==> config.mk <==
export PLATFORM = sky130hd
export DESIGN_NAME = slpc_top
export DESIGN_NICKNAME = d
export VERILOG_FILES = /design/src/verilog/README_unused.sv /design/src/verilog/slpc_pkg.sv /design/src/verilog/slpc_top.sv /design/src/verilog/slpc_sync.sv /design/src/verilog/slpc_wait.sv
export SDC_FILE = /design/constraint.sdc
export NUM_CORES = 1
export LEC_CHECK = 0
export ABC_AREA = 0
export BUFFER_PORTS_ARGS = -buffer_cell sky130_fd_sc_hd__buf_4
export CORE_MARGIN = 1
export CORE_UTILIZATION = 52
export DETAILED_ROUTE_END_ITERATION = 12
export MAX_ROUTING_LAYER = met4
export PLACE_DENSITY_LB_ADDON = 0.25
export SETUP_SLACK_MARGIN = 0.05
export SKIP_CTS_REPAIR_TIMING = 1
export SYNTH_ARGS = -nofsm -noshare
export SYNTH_HDL_FRONTEND = slang
export SYNTH_SLANG_ARGS = --single-unit
export TNS_END_PERCENT = 50
==> constraint.sdc <==
create_clock -name mclk -period 2.6 [get_ports mclk]
set_clock_uncertainty 0.05 [all_clocks]
set_input_delay 0 -clock mclk [delete_from_list [all_inputs] [get_ports mclk]]
set_output_delay 0 -clock mclk [all_outputs]
set_load 0.005 [all_outputs]
==> src/verilog/README_unused.sv <==
// intentionally empty
`timescale 1ns/10ps

==> src/verilog/slpc_pkg.sv <==
// constants, types and decode functions of the sleep-mode power controller
package slpc_pkg;

    // low-power mode codes
    localparam logic [2:0] MODE_IDLE = 3'h0;
    localparam logic [2:0] MODE_ADCNR = 3'h1;
    localparam logic [2:0] MODE_PDOWN = 3'h2;
    localparam logic [2:0] MODE_PSAVE = 3'h3;
    localparam logic [2:0] MODE_STBY = 3'h6;

    typedef enum logic [1:0] {
        ST_ACTIVE = 2'b00,
        ST_SLEEP = 2'b01,
        ST_OSC = 2'b10,
        ST_HALT = 2'b11
    } slpc_state_e;

    // clock-gate register bit positions
    localparam int GATE_W = 8;
    localparam int GATE_TWI = 7;
    localparam int GATE_T2 = 6;
    localparam int GATE_T0 = 5;
    localparam int GATE_RSV = 4;
    localparam int GATE_T1 = 3;
    localparam int GATE_SPI = 2;
    localparam int GATE_USART = 1;
    localparam int GATE_ADC = 0;
    localparam logic [7:0] GATE_USED = 8'hEF;

    // wake source bit positions
    localparam int WK_LEVEL = 0;
    localparam int WK_PINCHG = 1;
    localparam int WK_TWI = 2;
    localparam int WK_WDT = 3;
    localparam int WK_T2 = 4;
    localparam int WK_SPM = 5;
    localparam int WK_ADC = 6;
    localparam int WK_OTHER = 7;
    localparam logic [7:0] WAKE_IDLE = 8'hFF;
    localparam logic [7:0] WAKE_ADCNR = 8'h7F;
    localparam logic [7:0] WAKE_PDOWN = 8'h0F;
    localparam logic [7:0] WAKE_PSAVE = 8'h1F;
    localparam logic [7:0] WAKE_STBY = 8'h0F;

    // clock vector positions
    localparam int CK_W = 7;
    localparam int CK_CORE = 0;
    localparam int CK_FLASH = 1;
    localparam int CK_IO = 2;
    localparam int CK_ADC = 3;
    localparam int CK_ASY = 4;
    localparam int CK_OSC = 5;
    localparam int CK_TOSC = 6;

    localparam logic [2:0] HALT_CYC = 3'h4;
    localparam int STBY_WAKE_CYC = 6;
    localparam int FUSE_XTAL_BIT = 3;
    localparam int WAIT_W = 16;

    function automatic logic mode_valid(input logic [2:0] m);
        mode_valid = (m == MODE_IDLE) || (m == MODE_ADCNR) || (m == MODE_PDOWN) ||
                     (m == MODE_PSAVE) || (m == MODE_STBY);
    endfunction

    function automatic logic [7:0] wake_mask(input logic [2:0] m);
        case (m)
            MODE_IDLE: wake_mask = WAKE_IDLE;
            MODE_ADCNR: wake_mask = WAKE_ADCNR;
            MODE_PDOWN: wake_mask = WAKE_PDOWN;
            MODE_PSAVE: wake_mask = WAKE_PSAVE;
            MODE_STBY: wake_mask = WAKE_STBY;
            default: wake_mask = 8'h00;
        endcase
    endfunction

    // {tosc, osc, asy, adc, io, flash, core}
    function automatic logic [6:0] mode_clocks(input logic slp, input logic [2:0] m,
                                               input logic t2a, input logic t2s);
        if (!slp) begin
            mode_clocks = {t2a, 6'h3F};
        end else begin
            case (m)
                MODE_IDLE: mode_clocks = {t2a, 6'h3C};
                MODE_ADCNR: mode_clocks = {t2a, 6'h38};
                MODE_PDOWN: mode_clocks = 7'h00;
                MODE_PSAVE: mode_clocks = {t2a, t2s, t2a, 4'h0};
                MODE_STBY: mode_clocks = 7'h20;
                default: mode_clocks = {t2a, 6'h3F};
            endcase
        end
    endfunction

endpackage

==> src/verilog/slpc_top.sv <==
// sleep-mode and per-peripheral clock-gating controller
`timescale 1ns/10ps
module slpc_top #(
    parameter logic [slpc_pkg::WAIT_W-1:0] OSC_START_SHORT = 16'h0040,
    parameter logic [slpc_pkg::WAIT_W-1:0] OSC_START_LONG = 16'h4000
) (
    input wire logic mclk,
    input wire logic sys_rst,
    input wire logic sleep_instr,
    input wire logic sleep_permit,
    input wire logic [2:0] low_power_mode_code,
    input wire logic [slpc_pkg::GATE_W-1:0] peripheral_clock_gate_reg,
    input wire logic [3:0] clock_source_fuses,
    input wire logic adc_enabled,
    input wire logic timer2_async,
    input wire logic timer2_sync,
    input wire logic timer2_ovf_evt,
    input wire logic timer2_cmp_evt,
    input wire logic [1:0] timer2_irq_mask,
    input wire logic global_irq_en,
    input wire logic spm_ready_irq,
    input wire logic adc_done_irq,
    input wire logic other_irq,
    input wire logic ext_level_irq,
    input wire logic pin_change_irq,
    input wire logic twi_addr_match,
    input wire logic wdt_irq,
    input wire logic ext_rst_req,
    input wire logic wdt_rst_req,
    input wire logic bod_rst_req,
    output logic core_clk_en,
    output logic flash_clk_en,
    output logic io_clk_en,
    output logic adc_clk_en,
    output logic rtc_domain_clock_en,
    output logic osc_en,
    output logic timer_osc_en,
    output logic [slpc_pkg::GATE_W-1:0] periph_clk_en,
    output logic [slpc_pkg::GATE_W-1:0] io_access_block,
    output logic adc_conv_start,
    output logic irq_resume,
    output logic reset_vector_req,
    output logic sleeping
);
    import slpc_pkg::*;

    typedef struct packed {
        slpc_state_e st;
        logic [2:0] mode;
        logic rst_wake;
        logic [CK_W-1:0] ck;
        logic [GATE_W-1:0] periph;
        logic [GATE_W-1:0] block;
        logic [2:0] halt_cnt;
        logic wait_load;
        logic adc_start;
        logic irq_res;
        logic rst_vec;
        logic slp;
    } slpc_top_s;

    slpc_top_s r;
    slpc_top_s next_r;
    logic [6:0] pin_s;
    logic wait_done;
    logic [7:0] wake_src;
    logic [7:0] wake_hit;
    logic rst_hit;
    logic t2_wake;
    logic xtal;
    logic [2:0] eff_mode;
    logic [WAIT_W-1:0] start_cyc;

    // pins from outside the clock domain
    slpc_sync #(
        .W(7)
    ) u_sync (
        .mclk(mclk),
        .sys_rst(sys_rst),
        .d({bod_rst_req, wdt_rst_req, ext_rst_req, wdt_irq, twi_addr_match, pin_change_irq, ext_level_irq}),
        .q(pin_s)
    );

    slpc_wait #(
        .W(WAIT_W)
    ) u_wait (
        .mclk(mclk),
        .sys_rst(sys_rst),
        .load(r.wait_load),
        .load_val(start_cyc),
        .done(wait_done)
    );

    // crystal option decides standby and the start-up length
    assign xtal = clock_source_fuses[FUSE_XTAL_BIT];
    assign start_cyc = xtal ? OSC_START_LONG : OSC_START_SHORT;
    // standby without crystal falls back to power-down
    assign eff_mode = (low_power_mode_code == MODE_STBY && !xtal) ? MODE_PDOWN : low_power_mode_code;

    assign t2_wake = (timer2_ovf_evt & timer2_irq_mask[0] | timer2_cmp_evt & timer2_irq_mask[1])
                     & global_irq_en;

    always_comb begin
        wake_src = 8'h00;
        wake_src[WK_LEVEL] = pin_s[0];
        wake_src[WK_PINCHG] = pin_s[1];
        wake_src[WK_TWI] = pin_s[2];
        wake_src[WK_WDT] = pin_s[3];
        wake_src[WK_T2] = t2_wake;
        wake_src[WK_SPM] = spm_ready_irq;
        wake_src[WK_ADC] = adc_done_irq;
        wake_src[WK_OTHER] = other_irq;
    end

    assign wake_hit = wake_src & wake_mask(r.mode);
    assign rst_hit = |pin_s[6:4];

    // per-peripheral enables; gating only bites where the domain still runs
    function automatic logic [GATE_W-1:0] periph_en(input logic [CK_W-1:0] ck, input logic [GATE_W-1:0] g,
                                                   input logic t2a, input logic ps);
        logic [GATE_W-1:0] e;
        e = '0;
        e[GATE_TWI] = ck[CK_IO] & ~g[GATE_TWI];
        e[GATE_T0] = ck[CK_IO] & ~g[GATE_T0];
        e[GATE_T1] = ck[CK_IO] & ~g[GATE_T1];
        e[GATE_SPI] = ck[CK_IO] & ~g[GATE_SPI];
        e[GATE_USART] = ck[CK_IO] & ~g[GATE_USART];
        e[GATE_ADC] = ck[CK_ADC] & ~g[GATE_ADC];
        // sync timer 2 alone keeps the main clock in power-save
        e[GATE_T2] = t2a ? ck[CK_ASY] : ((ck[CK_IO] | (ps & ck[CK_OSC])) & ~g[GATE_T2]);
        periph_en = e;
    endfunction

    always_comb begin
        next_r = r;
        next_r.adc_start = 1'b0;
        next_r.irq_res = 1'b0;
        next_r.rst_vec = 1'b0;
        next_r.wait_load = 1'b0;
        case (r.st)
            ST_ACTIVE: begin
                next_r.ck = mode_clocks(1'b0, MODE_IDLE, timer2_async, timer2_sync);
                // no permit or a reserved code leaves the six main clocks running, the timer oscillator as timer2_async sets it
                if (sleep_instr && sleep_permit && mode_valid(low_power_mode_code)) begin
                    next_r.st = ST_SLEEP;
                    next_r.mode = eff_mode;
                    next_r.rst_wake = 1'b0;
                    next_r.slp = 1'b1;
                    // core is only stopped, never reset, so its storage holds
                    next_r.ck = mode_clocks(1'b1, eff_mode, timer2_async, timer2_sync);
                    next_r.adc_start = adc_enabled && (eff_mode == MODE_IDLE || eff_mode == MODE_ADCNR);
                end
            end
            ST_SLEEP: begin
                if (rst_hit || (|wake_hit)) begin
                    next_r.rst_wake = rst_hit;
                    if (!r.ck[CK_OSC]) begin
                        // oscillator first; derived domains wait for it
                        next_r.st = ST_OSC;
                        next_r.ck[CK_OSC] = 1'b1;
                        next_r.wait_load = 1'b1;
                    end else begin
                        next_r.st = ST_HALT;
                        next_r.halt_cnt = 3'h0;
                        next_r.ck = {timer2_async, 6'h3C};
                    end
                end
            end
            ST_OSC: begin
                next_r.rst_wake = r.rst_wake | rst_hit;
                if (wait_done) begin
                    next_r.st = ST_HALT;
                    next_r.halt_cnt = 3'h0;
                    next_r.ck = {timer2_async, 6'h3C};
                end
            end
            ST_HALT: begin
                next_r.rst_wake = r.rst_wake | rst_hit;
                next_r.halt_cnt = r.halt_cnt + 3'h1;
                if (r.halt_cnt == HALT_CYC - 3'h1) begin
                    next_r.st = ST_ACTIVE;
                    next_r.slp = 1'b0;
                    next_r.ck[CK_CORE] = 1'b1;
                    next_r.ck[CK_FLASH] = 1'b1;
                    next_r.rst_vec = r.rst_wake | rst_hit;
                    next_r.irq_res = ~(r.rst_wake | rst_hit);
                end
            end
            default: begin
                next_r.st = ST_ACTIVE;
            end
        endcase
        // enables follow the gate bits and domain clocks, async timer 2 ignoring its bit; module state is untouched
        next_r.periph = periph_en(next_r.ck, peripheral_clock_gate_reg, timer2_async,
                                  next_r.slp && next_r.mode == MODE_PSAVE);
        next_r.block = peripheral_clock_gate_reg & GATE_USED;
    end

    // enables change only on clock edges, so downstream gate cells see no runt pulse
    always_ff @(posedge mclk or posedge sys_rst) begin
        if (sys_rst) begin
            r.st <= ST_ACTIVE;
            r.mode <= MODE_IDLE;
            r.rst_wake <= 1'b0;
            r.ck <= 7'h3F;
            r.periph <= 8'hEF;
            r.block <= 8'h00;
            r.halt_cnt <= 3'h0;
            r.wait_load <= 1'b0;
            r.adc_start <= 1'b0;
            r.irq_res <= 1'b0;
            r.rst_vec <= 1'b0;
            r.slp <= 1'b0;
        end else begin
            r <= next_r;
        end
    end

    assign core_clk_en = r.ck[CK_CORE];
    assign flash_clk_en = r.ck[CK_FLASH];
    assign io_clk_en = r.ck[CK_IO];
    assign adc_clk_en = r.ck[CK_ADC];
    assign rtc_domain_clock_en = r.ck[CK_ASY];
    assign osc_en = r.ck[CK_OSC];
    assign timer_osc_en = r.ck[CK_TOSC];
    assign periph_clk_en = r.periph;
    assign io_access_block = r.block;
    assign adc_conv_start = r.adc_start;
    assign irq_resume = r.irq_res;
    assign reset_vector_req = r.rst_vec;
    assign sleeping = r.slp;

    // standby wake window, kept local so the delay range sees a plain constant
    localparam int STBY_BOUND = STBY_WAKE_CYC;
endmodule // slpc_top

==> src/verilog/slpc_sync.sv <==
// two-flop synchroniser for pin-level wake and reset sources
`timescale 1ns/10ps
module slpc_sync #(
    parameter int W = 7
) (
    input wire logic mclk,
    input wire logic sys_rst,
    input wire logic [W-1:0] d,
    output logic [W-1:0] q
);
    typedef struct packed {
        logic [W-1:0] s1;
        logic [W-1:0] s2;
    } slpc_sync_s;

    slpc_sync_s r;
    slpc_sync_s next_r;

    always_comb begin
        next_r = r;
        next_r.s1 = d;
        next_r.s2 = r.s1;
    end

    always_ff @(posedge mclk or posedge sys_rst) begin
        if (sys_rst) begin
            r <= '0;
        end else begin
            r <= next_r;
        end
    end

    assign q = r.s2;
endmodule // slpc_sync

==> src/verilog/slpc_wait.sv <==
// oscillator start-up wait counter, one-cycle done pulse
`timescale 1ns/10ps
module slpc_wait #(
    parameter int W = 16
) (
    input wire logic mclk,
    input wire logic sys_rst,
    input wire logic load,
    input wire logic [W-1:0] load_val,
    output logic done
);
    typedef struct packed {
        logic [W-1:0] cnt;
        logic busy;
        logic done;
    } slpc_wait_s;

    slpc_wait_s r;
    slpc_wait_s next_r;

    always_comb begin
        next_r = r;
        next_r.done = 1'b0;
        if (load) begin
            next_r.cnt = load_val;
            next_r.busy = 1'b1;
        end else if (r.busy) begin
            if (r.cnt <= W'(1)) begin
                next_r.busy = 1'b0;
                next_r.done = 1'b1;
            end else begin
                next_r.cnt = r.cnt - W'(1);
            end
        end
    end

    always_ff @(posedge mclk or posedge sys_rst) begin
        if (sys_rst) begin
            r <= '0;
        end else begin
            r <= next_r;
        end
    end

    assign done = r.done;
endmodule // slpc_wait

# Yosys cells after proc, flatten, opt, wreduce, memory -nomap -nowiden
# Index checks and enable logic that the tools add are counted.
totals:
  latch_bits: 0
  elab_cells: 134
  rom_bits: 0
  ff_bits: 67
  mem_count: 0
  ram_bits: 0
  out_inout_bits: 27
op_classes:
  n_shift: 0
  eq_ne: 23
  n_reduce_logical: 29
  div: 0
  add_sub_neg: 2
  mul: 0
  bitwise: 23
  muxes: 37
  n_lt_le_gt_ge: 1
op_table:
  columns: ["cell", "n"]
  rows:
  - ["$pmux 7 s5", 1]
  - ["$pmux 8 s4", 1]
  - ["$eq 3x2->1 const B", 8]
  - ["$mux 18", 1]
  - ["$mux 17", 1]
  - ["$le 16x1->1 const B", 1]
  - ["$mux 16", 1]
  - ["$pmux 2 s4", 2]
  - ["$reduce_and 4->1", 4]
  - ["$sub 16x1->16 const B", 1]
  - ["$mux 15", 1]
  - ["$mux 3", 5]
  - ["$pmux 5 s3", 1]
  - ["$mux 13", 1]
  - ["$mux 2", 6]
  - ["$and 1x1->1", 11]
  - ["$ne 2x2->1 const B", 5]
  - ["$eq 3x1->1 const B", 3]
  - ["$eq 3x3->1 const B", 3]
  - ["$logic_not 3->1", 3]
  - ["$mux 1", 9]
  - ["$pmux 3 s3", 1]
  - ["$and 8x8->8", 1]
  - ["$mux 8", 1]
  - ["21 further kinds", 43]

# Longest topological paths before layout
logic_depth:
  word_depth: 14
  ltp_mapped: 9
  depth_no_buf: 8

# Cells and area by module
# A second synthesis with hierarchy kept.
hier_totals:
  cells_unflattened: 323
  hier_area_um2: 3333.2
modules_own_cells:
  columns: ["mod", "cells_per_inst", "seq_area_each_um2", "n_inst", "area_per_inst_um2"]
  rows:
  - ["slpc_top", 188, 865.8, 1, 1894.3]
  - ["slpc_wait", 120, 450.4, 1, 1084.8]
  - ["slpc_sync", 15, 350.3, 1, 354.1]

# Worst setup path before layout
# Ideal clock, no wire load.
synth_timing:
  path_kind: "flip-flop to flip-flop"
  from: "reg r[35] (netlist bit)"
  to: "reg r, in the netlist periph_clk_en[0]"
  t_arrival_ns: 1.861
  stages_incl_launch_ff: 10
  setup_ns: 0.076
  synth_period_minus_slack_ns: 1.987
  path_slack_ns: 0.613
  path_buffers: 1
  t_required_ns: 2.474
  path_cell_list: "dfrtp_1 -> inv_1 -> ha_1 -> clkbuf_1 -> a21oi_1 -> o21ai_0 -> a31o_2 -> a211o_1 -> o311a_1 -> nor2b_1"
synth_lines:
  columns: ["item", "line", "source"]
  rows:
  - ["from (decl)", "slpc_top.sv:62", "slpc_top_s r;"]
  - ["from (signal assigned)", "slpc_top.sv:215", "r <= next_r;"]

==> results.sh <==
export IMPL_yosysSeqAreaShare=0.5463
export IMPL_arrival_ns=2.50
export IMPL_setup_tns_ns=0
export IMPL_track_usage=0.2272
export IMPL_slew_viol_final=0
export IMPL_placed_cell_area_um2=3448
export IMPL_min_path_cells=4
export IMPL_rr_startpoint="r[35]"
export IMPL_p_int_w=0.002673
export IMPL_seq_area_um2=1667
export IMPL_fillers=441
export IMPL_rsz0062_at_grt="false"
export IMPL_cts_clk_slew_worst_paths_ns=0.07
export IMPL_die_h_um=78.59
export IMPL_place_congestion=0.9216
export IMPL_synthCells=289
export IMPL_vdd_drop_max_v=0.0007965
export IMPL_timing_rr_end="adc_conv_start"
export IMPL_critPathRequiredTime_ns=2.82
export IMPL_nets=404
export IMPL_grt_max_degree=43
export IMPL_slew_headroom=0.5651
export IMPL_cp_start_kind="flip-flop"
export IMPL_hold_viol=0
export IMPL_grt_ovfl_total=0
export IMPL_ys_warn_count=0
export IMPL_cts_root_buf="clkbuf_8"
export IMPL_post_place_ws_ns=0.4469
export IMPL_area_delta_synth_final_pct=26.87
export IMPL_cp_end_kind="flip-flop"
export IMPL_combinationalPowerShare=0.388
export IMPL_dieWidth_um=78.59
export IMPL_drt_first_pass_iters=4
export IMPL_finalSetupViolations=0
export IMPL_p_per_area_nw_per_um2=1074
export IMPL_drcViolationCount=0
export IMPL_core_um2=5574
export IMPL_multi_input_area_um2=1185
export IMPL_min_delay_worst_endpoint="osc_en"
export IMPL_hold_ws_ns=0.1629
export IMPL_fin_crit_ns=2.272
export IMPL_synthArstFlopShare=1.000
export IMPL_wirelength_um=6144
export IMPL_pwr_share_clk=0.215
export IMPL_start_util=0.5473
export IMPL_finish_instance_area_um2=3870
export IMPL_fin_util=0.6943
export IMPL_p_seq_frac=0.397
export IMPL_antenna_found_initial=0
export IMPL_ant_nets=0
export IMPL_synth_edf_count=0
export IMPL_cts_tree="done"
export IMPL_via_per_inst=5.330
export IMPL_fmax_mhz=440.1
export IMPL_insertedDiodeCount=0
export IMPL_vias=2324
export IMPL_yosys_area_top_type_share=0.4430
export IMPL_fin_ws_ns=0.3278
export IMPL_reg2reg_setup_slack_ns=0.33
export IMPL_io_pins=64
export IMPL_cts_made_buffers=9
export IMPL_crit_type="reg -> reg"
export IMPL_synthTopCellsByArea="dfrtp_1 44%, dfstp_2 10%, buf_4 4.2%"
export IMPL_rows=27
export IMPL_synth_top_cell_by_area="dfrtp_1"
export IMPL_avgSynthCellArea_um2=10.56
export IMPL_clk_path_buf_depth=2
export IMPL_grt_pass1_wl_um=10230
export IMPL_run_status="finished, final reports clean"
export IMPL_yosysUniqueCellTypes=53
export IMPL_p_sw_frac=0.3570
export IMPL_htree_levels=3
export IMPL_hold_class="in -> reg"
export IMPL_drtIter0Drc=139
export IMPL_period_share=0.8739
export IMPL_synth_ff_type="dfrtp_1"
export IMPL_wl_per_cell_um=14.09
export IMPL_clock_latency_ns=0.34
export IMPL_cap_viol_max_count=0
export IMPL_place_hpwl_um=4241
export IMPL_layout_drive_gt1_share=0.2720
export IMPL_portBuffers=57
export IMPL_cts_sinks=66
export IMPL_p_leak_nw=1.769
export IMPL_die_area_um2=6176
export IMPL_grt_pass1_vias=2274
export IMPL_power_switching_w=0.001484
export IMPL_rr_worst_depth=6
export IMPL_synthesis_area_um2=3050
export IMPL_ys_seq_elements=66
export IMPL_worst_path_max_fanout=8
export IMPL_holdCritStartpoint="timer2_sync"
export IMPL_worst_pin_slew_ns=0.6464
through the flow:
step / cells / power [W]
global placement: 399 / 0.003190
global route: 436 / 0.004498
detailed placement: 399 / 0.003261
CTS: 415 / 0.004173
finish: 436 / 0.004158
floorplan: 290 / 0.002799
worst max-delay path, stage by stage (launching register included):
cell and delay, ns:
dfrtp_1 0.42, inv_1 0.10, ha_1 0.17, inv_1 0.11, a211o_1 0.36, nor4b_1 0.38, dlygate4sd3_1 0.62
registers in the layout (all words and copies together) (netlist names), 7 cells and up:
signal           count
u_wait.r            17
r                   10
io_access_block      7
periph_clk_en        7
u_sync.next_r        7
u_sync.q             7
power by group through the flow:
stage / logic (W) / clock network [W] / registers, W
floorplan: 0.00121 / 0 / 0.00158
global placement: 0.00154 / 0 / 0.00165
detailed placement: 0.00160 / 0 / 0.00167
CTS: 0.00160 / 0.000920 / 0.00165
global route: 0.00184 / 0.000963 / 0.00170
finish: 0.00161 / 0.000894 / 0.00165
cells in the final DEF (no fill, tap or decap), types with 2 or more instances in the layout:
cell,instances
nor2_1,32
and2_1,2
xor2_1,6
o31ai_1,2
nor3_1,8
a211oi_1,2
or3_1,4
o21ai_1,2
a21oi_1,16
dfrtp_1,54
mux2_2,3
a211o_1,4
inv_1,12
o211ai_1,3
nor4_2,2
dlygate4sd3_1,21
buf_4,61
nand3_1,6
o21a_1,2
nand2_1,17
a21boi_0,2
o2111ai_1,2
o21ai_0,13
clkbuf_8,11
xnor2_1,6
conb_1,2
nor2b_1,6
nand2b_1,11
nor3b_1,2
or4_1,2
dfstp_2,12
ha_1,8
mux2i_1,2
cells by family (layout without fill, tap and decap cells):
family / count (synthesis) / count (layout) / synth area share
AO/OA/AOI/OAI: 60 / 60 / 0.1308
multiplexers: 5 / 5 / 0.01764
XOR/XNOR: 12 / 12 / 0.03445
AND/OR/NAND/NOR: 100 / 100 / 0.1702
buffers and inverters: 37 / 111 / 0.06645
flip-flops: 66 / 66 / 0.5463
other: 1 / 2 / 0.001229
adder cells (fa/ha/maj): 8 / 8 / 0.03282
synth_stat cells (3+ instances only):
cell and number:
a211o_1 4, a21oi_1 16, buf_4 17, clkbuf_1 6
dfrtp_1 54, dfstp_2 12, ha_1 8, inv_1 13
mux2_2 3, nand2_1 17, nand2b_1 11, nand3_1 6
nor2_1 32, nor2b_1 6, nor3_1 8, o211ai_1 3
o21ai_0 13, or3_1 4, xnor2_1 6, xor2_1 6
area by class of cell:
class                      instances  share of cell area
clock inverter                     5             0.01552
clock buffer                      11             0.03912
tap                               72             0.02328
sequential                        66              0.4307
multi-input combinational        187              0.3062
timing repair buffer              82              0.1726
inverter                          13             0.01261
worst max-delay path by stage:
stage                     slack, ns  startpoint          endpoint  depth (start not counted)
after detailed placement       0.45       r[35]  periph_clk_en[0]                          8
after global routing           0.23       r[35]  periph_clk_en[6]                          8
final                          0.33       r[35]    adc_conv_start                          6
after global placement         0.51       r[35]  periph_clk_en[0]                          8
after floorplan                0.61       r[35]  periph_clk_en[0]                          9
after CTS                      0.43       r[35]  periph_clk_en[0]                          8
routing by layer:
layer | vias up | routed length, um | part of all wire | track usage
li1 | 1128 | - | - | -
met1 | 1111 | 2635 | 0.43 | 0.2614
met2 | 75 | 3004 | 0.49 | 0.3670
met3 | 10 | 404 | 0.066 | 0.06860
met4 | 0 | 100 | 0.016 | 0.1000
met5 | - | 0 | 0 | -
Note: power is estimated with default switching activity, not from simulation.
